## src/cam_aux_pkg.sv

```systemverilog
// Purpose: Constants and carrier types for the camera auxiliary register bank
// Assumes: 32-bit words, bit numbering from the MSB (bit 0 is [31])
// Notes: Offsets are byte addresses on the register port
`default_nettype none
package cam_aux_pkg;

  // ****************************************
  // Register map
  // ****************************************
  localparam logic [15:0] OFS_FRAME_INFO = 16'h12F8;
  localparam logic [15:0] OFS_XMIT_FAIL = 16'h12FC;
  localparam logic [15:0] OFS_LAMP = 16'h1A14;
  localparam logic [15:0] OFS_REGION_CTRL = 16'h1A70;
  localparam logic [15:0] OFS_REGION_PTR = 16'h1A74;
  localparam logic [15:0] OFS_REGION_BASE = 16'h1A80;
  localparam logic [15:0] OFS_POS_STEP = 16'h0000;
  localparam logic [15:0] OFS_SIZE_STEP = 16'h0004;
  localparam logic [15:0] OFS_ORIGIN = 16'h0008;
  localparam logic [15:0] OFS_EXTENT = 16'h000C;
  localparam logic [15:0] OFS_IRQ_STATUS = 16'h1A90;
  localparam logic [15:0] OFS_IRQ_MASK = 16'h1A94;
  localparam logic [15:0] OFS_LOG_FIRST = 16'h1D00;
  localparam logic [15:0] OFS_LOG_LAST = 16'h1DFF;

  // Host multiplies by four and strips the F prefix
  localparam logic [31:0] REGION_PTR_VAL = (32'h00F00000 | {16'h0000, OFS_REGION_BASE}) >> 2;

  // ****************************************
  // Field positions (MSB-first numbering; interrupt bits count from the LSB)
  // ****************************************
  localparam int PRESENCE_BIT = 0;
  localparam int FI_INQ_FIRST = 6;
  localparam int FI_ABS_BIT = 16;
  localparam int FI_EN_FIRST = 22;
  localparam int FI_ITEMS = 10;
  localparam int REGION_ON_BIT = 6;
  localparam int LAMP_WIDTH = 9;
  localparam int LOG_BYTES = 256;
  localparam int IRQ_XMIT_BIT = 0;
  localparam int IRQ_LOG_BIT = 1;
  localparam int IRQ_WIDTH = 2;

  // ****************************************
  // Values and reset values
  // ****************************************
  localparam logic [8:0] LAMP_OFF = 9'h000;
  localparam logic [8:0] LAMP_ON = 9'h074;
  localparam logic [9:0] FI_SUPPORT = 10'h3FF;
  localparam logic FI_ABS_SUPPORT = 1'b0;
  localparam logic [15:0] POS_STEP_H = 16'h0001;
  localparam logic [15:0] POS_STEP_V = 16'h0001;
  localparam logic [15:0] SIZE_STEP_H = 16'h0001;
  localparam logic [15:0] SIZE_STEP_V = 16'h0001;
  localparam logic [31:0] ORIGIN_RST = 32'h00000000;
  localparam logic [31:0] EXTENT_RST = 32'h00000000;

  // ****************************************
  // Carriers
  // ****************************************
  typedef struct packed {
    logic [15:0] addr;
    logic [31:0] wdata;
    logic wr;
    logic rd;
  } busReq_t;

  typedef struct packed {
    logic valid;
    logic [7:0] data;
  } logByte_t;

endpackage
`default_nettype wire

```

## src/cam_aux_regs.sv

```systemverilog
// Purpose: Camera auxiliary control and status register bank
// Assumes: Event inputs come from logic on clk; read data one cycle after rd
// Notes: Word bit 0 is the MSB; reserved bits read zero
//
// How it works
// - Frame-info bits 22..31 enable ten per-frame insertions, region position first.
// - Bit 0 of each feature register reads one when the feature exists.
// - Region control bit 6 enables region feature; reads back its state.
// - While region is disabled, origin and extent ignore writes.
// - Word 1A74h returns the pointer to the four region registers.
// - Base+0 gives position step: horizontal bits 0-15, vertical 16-31.
// - Base+4 gives size step: horizontal bits 0-15, vertical 16-31.
// - Base+8 holds left/top origin; base+C holds width/height extent.
// - Failure register bits 1-31 count failed frames; any write clears.
// - Log area 1D00-1DFF holds one ASCII character per byte.
// - Log stored newest-first; MSB of word 1D00h is the latest byte.
// - Lamp field bits 23-31: 0x00 turns off, 0x74 turns on.
// - Frame-info bits 6..15 flag which insertable items are supported.
// - Frame-info bit 16 selects absolute display; read-only, relative fallback.
`default_nettype none
module cam_aux_regs
  import cam_aux_pkg::*;
(
  // Clock and reset
  input wire logic clk,
  input wire logic arst_n,
  // Register port
  input wire logic [15:0] addr,
  input wire logic [31:0] wdata,
  input wire logic wr,
  input wire logic rd,
  output logic [31:0] rdata,
  // Events from the image pipeline
  input wire logic xmitFail,
  input wire logic logValid,
  input wire logic [7:0] logData,
  // Settings to the image pipeline
  output logic [FI_ITEMS-1:0] insertEnable,
  output logic absoluteDisplaySelect,
  output logic exposureRegionOn,
  output logic [15:0] regionLeft,
  output logic [15:0] regionTop,
  output logic [15:0] regionWidth,
  output logic [15:0] regionHeight,
  output logic lampOn,
  // Interrupt
  output logic irq
);

  // ****************************************
  // Helpers
  // ****************************************
  // Word bit index for an MSB-first field position
  function automatic int msb(input int docBit);
    msb = 31 - docBit;
  endfunction

  function automatic logic [31:0] halves(input logic [15:0] lo, input logic [15:0] hi);
    // Doc bits 0-15 sit in the upper half of the word
    halves = {lo, hi};
  endfunction

  // ****************************************
  // State
  // ****************************************
  typedef struct packed {
    logic [31:0] rdata;
    logic [FI_ITEMS-1:0] insertEn;
    logic regionOn;
    logic [31:0] origin;
    logic [31:0] extent;
    logic [30:0] failCount;
    logic [LAMP_WIDTH-1:0] lampCode;
    logic lampOn;
    logic [IRQ_WIDTH-1:0] irqStatus;
    logic [IRQ_WIDTH-1:0] irqMask;
    logic [LOG_BYTES-1:0][7:0] logMem;
  } state_t;

  state_t cur_ff;
  state_t nxt_cur;
  busReq_t req;
  logByte_t logIn;

  assign req = '{addr: addr, wdata: wdata, wr: wr, rd: rd};
  assign logIn = '{valid: logValid, data: logData};

  // ****************************************
  // Address decode
  // ****************************************
  logic [15:0] regionOfs;
  logic inLog;
  logic [5:0] logWord;

  assign regionOfs = req.addr - OFS_REGION_BASE;
  assign inLog = (req.addr >= OFS_LOG_FIRST) && (req.addr <= OFS_LOG_LAST);
  assign logWord = req.addr[7:2];

  // ****************************************
  // Read view of each register
  // ****************************************
  logic [31:0] frameInfoWord;
  logic [31:0] failWord;
  logic [31:0] lampWord;
  logic [31:0] regionCtrlWord;
  logic [31:0] logWordVal;

  always_comb begin
    frameInfoWord = 32'h00000000;
    frameInfoWord[msb(PRESENCE_BIT)] = 1'b1;
    for (int i = 0; i < FI_ITEMS; i++) begin
      frameInfoWord[msb(FI_INQ_FIRST + i)] = FI_SUPPORT[FI_ITEMS-1-i];
      frameInfoWord[msb(FI_EN_FIRST + i)] = cur_ff.insertEn[FI_ITEMS-1-i];
    end
    frameInfoWord[msb(FI_ABS_BIT)] = FI_ABS_SUPPORT;

    failWord = {1'b1, cur_ff.failCount};

    lampWord = 32'h00000000;
    lampWord[msb(PRESENCE_BIT)] = 1'b1;
    lampWord[LAMP_WIDTH-1:0] = cur_ff.lampCode;

    regionCtrlWord = 32'h00000000;
    regionCtrlWord[msb(PRESENCE_BIT)] = 1'b1;
    regionCtrlWord[msb(REGION_ON_BIT)] = cur_ff.regionOn;

    // Lowest byte address, the newest byte, lands in the MSB
    logWordVal = {cur_ff.logMem[{logWord, 2'b00}], cur_ff.logMem[{logWord, 2'b01}],
                  cur_ff.logMem[{logWord, 2'b10}], cur_ff.logMem[{logWord, 2'b11}]};
  end

  // ****************************************
  // Next state
  // ****************************************
  logic [31:0] rdNext;
  logic [IRQ_WIDTH-1:0] irqEvents;

  always_comb begin
    nxt_cur = cur_ff;

    // Read mux; unmapped addresses return zero
    rdNext = 32'h00000000;
    if (inLog) begin
      rdNext = logWordVal;
    end else begin
      case (req.addr)
        OFS_FRAME_INFO: rdNext = frameInfoWord;
        OFS_XMIT_FAIL: rdNext = failWord;
        OFS_LAMP: rdNext = lampWord;
        OFS_REGION_CTRL: rdNext = regionCtrlWord;
        OFS_REGION_PTR: rdNext = REGION_PTR_VAL;
        OFS_IRQ_STATUS: rdNext = {{(32-IRQ_WIDTH){1'b0}}, cur_ff.irqStatus};
        OFS_IRQ_MASK: rdNext = {{(32-IRQ_WIDTH){1'b0}}, cur_ff.irqMask};
        default: begin
          case (regionOfs)
            OFS_POS_STEP: rdNext = halves(POS_STEP_H, POS_STEP_V);
            OFS_SIZE_STEP: rdNext = halves(SIZE_STEP_H, SIZE_STEP_V);
            OFS_ORIGIN: rdNext = cur_ff.origin;
            OFS_EXTENT: rdNext = cur_ff.extent;
            default: rdNext = 32'h00000000;
          endcase
        end
      endcase
    end
    nxt_cur.rdata = req.rd ? rdNext : 32'h00000000;

    // Register writes
    if (req.wr) begin
      case (req.addr)
        OFS_FRAME_INFO: begin
          // Unsupported items cannot be enabled
          for (int i = 0; i < FI_ITEMS; i++) begin
            nxt_cur.insertEn[FI_ITEMS-1-i] = req.wdata[msb(FI_EN_FIRST + i)]
                                             & FI_SUPPORT[FI_ITEMS-1-i];
          end
        end
        OFS_XMIT_FAIL: nxt_cur.failCount = 31'h00000000;
        OFS_LAMP: begin
          nxt_cur.lampCode = req.wdata[LAMP_WIDTH-1:0];
          // Other codes leave the lamp as it was
          if (req.wdata[LAMP_WIDTH-1:0] == LAMP_OFF) begin
            nxt_cur.lampOn = 1'b0;
          end else if (req.wdata[LAMP_WIDTH-1:0] == LAMP_ON) begin
            nxt_cur.lampOn = 1'b1;
          end
        end
        OFS_REGION_CTRL: nxt_cur.regionOn = req.wdata[msb(REGION_ON_BIT)];
        OFS_IRQ_MASK: nxt_cur.irqMask = req.wdata[IRQ_WIDTH-1:0];
        default: begin
          if (cur_ff.regionOn) begin
            if (regionOfs == OFS_ORIGIN) begin
              nxt_cur.origin = req.wdata;
            end
            if (regionOfs == OFS_EXTENT) begin
              nxt_cur.extent = req.wdata;
            end
          end
        end
      endcase
    end

    // Failure count saturates; an event in the clearing cycle still counts except when the count is saturated
    if (xmitFail && (cur_ff.failCount != 31'h7FFFFFFF)) begin
      nxt_cur.failCount = (req.wr && req.addr == OFS_XMIT_FAIL) ? 31'h00000001
                          : cur_ff.failCount + 31'h00000001;
    end

    // Newest byte enters at the start, oldest drops off the end
    if (logIn.valid) begin
      for (int i = LOG_BYTES - 1; i > 0; i--) begin
        nxt_cur.logMem[i] = cur_ff.logMem[i-1];
      end
      nxt_cur.logMem[0] = logIn.data;
    end

    // Sticky status: read clears, a new event wins
    irqEvents = '0;
    irqEvents[IRQ_XMIT_BIT] = xmitFail;
    irqEvents[IRQ_LOG_BIT] = logIn.valid;
    if (req.rd && req.addr == OFS_IRQ_STATUS) begin
      nxt_cur.irqStatus = irqEvents;
    end else begin
      nxt_cur.irqStatus = cur_ff.irqStatus | irqEvents;
    end
  end

  // ****************************************
  // Registers
  // ****************************************
  always_ff @(posedge clk or negedge arst_n) begin
    if (!arst_n) begin
      cur_ff <= '{rdata: 32'h00000000, insertEn: '0, regionOn: 1'b0, origin: ORIGIN_RST,
                  extent: EXTENT_RST, failCount: 31'h00000000, lampCode: LAMP_OFF,
                  lampOn: 1'b0, irqStatus: '0, irqMask: '0, logMem: '0};
    end else begin
      cur_ff <= nxt_cur;
    end
  end

  // ****************************************
  // Outputs
  // ****************************************
  assign rdata = cur_ff.rdata;
  assign insertEnable = cur_ff.insertEn;
  assign absoluteDisplaySelect = FI_ABS_SUPPORT;
  assign exposureRegionOn = cur_ff.regionOn;
  assign regionLeft = cur_ff.origin[31:16];
  assign regionTop = cur_ff.origin[15:0];
  assign regionWidth = cur_ff.extent[31:16];
  assign regionHeight = cur_ff.extent[15:0];
  assign lampOn = cur_ff.lampOn;
  assign irq = |(cur_ff.irqStatus & cur_ff.irqMask);

endmodule
`default_nettype wire

```

## config.mk

```make
export PLATFORM = sky130hd
export DESIGN_NAME = cam_aux_regs
export DESIGN_NICKNAME = d
export VERILOG_FILES = /design/src/cam_aux_pkg.sv /design/src/cam_aux_regs.sv
export SDC_FILE = /design/constraint.sdc
export NUM_CORES = 2
export LEC_CHECK = 0
export BUFFER_PORTS_ARGS = -buffer_cell sky130_fd_sc_hd__buf_2
export CORE_MARGIN = 5
export CORE_UTILIZATION = 55
export CTS_BUF_LIST = sky130_fd_sc_hd__clkbuf_8
export DETAILED_ROUTE_END_ITERATION = 7
export PLACE_DENSITY_LB_ADDON = 0.25
export SLEW_MARGIN = 30
export SYNTH_ARGS = -nofsm -noshare
export SYNTH_HDL_FRONTEND = slang
export SYNTH_SLANG_ARGS = --single-unit
export TNS_END_PERCENT = 5
```

## constraint.sdc

```tcl
create_clock -name clk -period 3 [get_ports clk]
set_input_delay 0.9 -clock clk [delete_from_list [all_inputs] [get_ports clk]]
set_output_delay 0.9 -clock clk [all_outputs]
set_load 0.02 [all_outputs]
```

==> impl_metrics.yaml <==
run:
  maxCapViolCount: 0
placed_design:
  place_ws_ns: -0.749
  io_buffers: 170
  place_hpwl_um: 182000
  dpl.cell_count: 9000
  place.gp.congestion: 0.963
  dpl-instance-area_um2: 108000
worst_hold_path:
  min_path_cells: 2
  hp-start: "logData[4]"
  hold_class: "primary input to register"
  whs_endpoint: "cur_ff[4]"
floorplan:
  start_util_pct: 55.2
  rows: 156
  die_y_um: 436
  num_io_pins: 172
  core_area_um2: 181000
  die_x_um: 436
  dieArea_um2: 190000
yosys:
  synth_flop_cell: "dfrtp_1"
  synth_cells: 6379
  ys_ff_latch: 2200
  syn_area_um2: 99700
  synth_cell_types: 71
  synth_edf_count: 0
  syn_avg_cell_area_um2: 15.6
  synth_nets: 6443
  yosysWarnings: 0
  seq_area_frac_synth_pct: 55.2
  async_flop_share_pct: 100
sta:
  rsz0062_at_grt: "false"
  max_freq_mhz: 352
  finalHoldViolCount: 0
  tightest_slew_ns: 1.05
  setup_viol: 0
  finalMaxSlewViolations: 0
  fin_tns_setup_ns: 0
  max-slew-margin-rel_pct: 27.9
  fin_crit_ns: 2.84
  skew_ns: 0.0607
  post-route-period-util_pct: 94.6
  holdWs_ns: 0.118
  setup_ws_ns: 0.162
worst_setup_path:
  r2r_end: "rdata[30]"
  cp_num_buf_inv: 2
  path_depth: 8
  max_stage_delay_ns: 0.83
  crit_path_frequent_cell: "buf_4"
  r2r_setup_slack_ns: 0.16
  worstPathCellList: "mux4_2 > and2_1 > a2111oi_0 > buf_4 > nor4_1 > a41oi_1 > buf_4 > a21oi_1"
  cp-start-kind: "register"
  critical_path_peak_fanout: 3
  cp_data_arrival_time_ns: 3.71
  required_ns: 3.87
  cp_slowest_cell: "a2111oi_0"
  ff2ff_path_depth: 8
  r2r_start: "cur_ff[486]"
  cp_top_family: "compound AO/OA/AOI/OAI gates"
  crit_type: "register to register"
  worstSetupEndpointType: "register"
detailed_routing:
  wl_um: 253000
  num_vias: 59125
  drt_iter0_drc: 4691
  drtPass1Iterations: 6
  drc: 0
  vias_per_cell: 6.13
  antenna_left: 0
  wl_per_cell_um: 26.3
pwr:
  power_frac_clock_pct: 41.0
  combPwrFrac_pct: 9.4
  cellLeakagePower_nw: 56.5
  irDropWorstVdd_mv: 0.361
  swShare_pct: 24.8
  p_seq_share_pct: 49.6
  power.density_nw_per_um2: 566
  power_switching_mw: 16.2
  p_total_mw: 65.0
  p_int_mw: 48.9
cells_and_area:
  fin_area_um2: 115000
  stdcell_count: 9649
  fin_util_pct: 63.7
  multi_input_area_um2: 42000
  layout_common_cells: "2200 x dfrtp_1, 2140 x mux2_2, 497 x buf_4"
  fillers: 13025
  regArea_um2: 55100
  final_common_cell: "dfrtp_1"
  fin_nets: 7071
  syn2layout_area_growth_pct: 15.3
  drive_above_1_share_pct: 55.2
grt:
  grt_max_degree: 106
  antenna_found_initial: 8
  grt_pass1_vias: 62448
  grt_pass1_wl_um: 393000
  grtUsageTotal_pct: 26.8
  grt-ovfl-total: 0
clock_tree:
  cts_sinks: 2200
  numCtsBuffers: 374
  clock_latency_ns: 1.04
  cts_tree: "yes"
  hold_buffers: 1
  cts-resized-gates: 0
  cts_setup_buffers: 0
  clk_pin_slew_ns: 0.06
  cts_root_buffer: "clkbuf_8"
  cts.htree.levels: 5
  ctsLongestPathBuffers: 4
outcome:
  status: "finished clean"
cells by family (layout without fill, tap and decap cells):
kind of cell	count (synthesis)	in the layout	share of synthesized area, %
AO/OA/AOI/OAI	367	367	2.63
XOR/XNOR	30	30	0.264
adder cells (fa/ha/maj)	2	2	0.0251
buffers and inverters	567	1465	2.71
flip-flops	2200	2200	55.2
multiplexers	2808	2808	37.0
other	1	3	0.00376
AND/OR/NAND/NOR	404	404	2.08
worst register-to-register path: stages (launching register included):
cell and delay (ns):
dfrtp_1 0.40, mux4_2 0.47, and2_1 0.19, a2111oi_0 0.83
buf_4 0.24, nor4_1 0.05, a41oi_1 0.32, buf_4 0.18
a21oi_1 0.04
cells in the mapped netlist (all sizes together) (4+ instances only):
library cell / instances / area [µm²]
a2111oi: 18 / 158
a211oi: 24 / 180
a21oi: 40 / 200
a221o: 8 / 80.1
a221oi: 12 / 105
a22o: 13 / 114
a22oi: 98 / 736
a31oi: 11 / 68.8
a32oi: 5 / 43.8
a41oi: 4 / 35.0
and2: 12 / 75.1
and3: 11 / 68.8
buf: 254 / 1520
clkbuf: 300 / 1130
dfrtp: 2200 / 55100
inv: 12 / 45.0
mux2: 2172 / 24600
mux2i: 158 / 1580
mux4: 478 / 10800
nand2: 92 / 345
nand2b: 13 / 81.3
nand3: 32 / 160
nand4: 25 / 156
nor2: 84 / 318
nor2b: 26 / 163
nor3: 44 / 225
nor3b: 4 / 30.0
nor4: 26 / 175
nor4b: 5 / 43.8
o211ai: 14 / 105
o21ai: 44 / 220
o221ai: 8 / 70.1
o22ai: 43 / 275
or2: 5 / 31.3
or3: 8 / 50.1
xnor2: 12 / 105
xor2: 18 / 158
flip-flops by register name (all words and copies together) (netlist names):
name              count
rdata                32
regionWidth          16
regionHeight         16
regionTop            16
cur_ff             2092
lampOn                1
insertEnable         10
regionLeft           16
exposureRegionOn      1
worst max path at each step:
stage | startpoint | endpoint | slack, ns
after global placement | addr[3] | rdata[30] | -0.71
after CTS | rdata[24] | rdata[24] | 0.1
after detailed placement | addr[3] | rdata[30] | -0.75
after floorplan | addr[7] | regionHeight[10] | -0.32
after global routing | rdata[24] | rdata[24] | 0.15
final | cur_ff[486] | rdata[30] | 0.16
power by group through the flow:
stage          clock, mW  sequential [mW]  combinational, mW
6_report            26.7             32.3               6.10
5_1_grt             28.6             32.4               6.54
4_1_cts             27.3             32.2               6.13
3_5_place_dp           0             32.7               6.11
3_3_place_gp           0             32.7               5.98
2_1_floorplan          0             32.3               3.72
area by class of cell:
type | instances | share of cell area (%)
sequential | 2200 | 47.9
multi-input combinational | 3612 | 36.5
timing repair buffer | 806 | 6.48
antenna | 2 | 0.00435
clock buffer | 465 | 5.57
inverter | 13 | 0.0446
tap | 2370 | 2.58
clock inverter | 181 | 0.875
layer usage:
layer | GRT usage [%] | routed length [µm] | vias to the layer above
met2 | 41.3 | 117000 | 1782
met1 | 37.8 | 108000 | 31438
li1 | - | - | 25345
met5 | 0 | 38 | -
met4 | 10.5 | 10800 | 6
met3 | 5.59 | 17100 | 554
(Power assumes the default switching activity.)
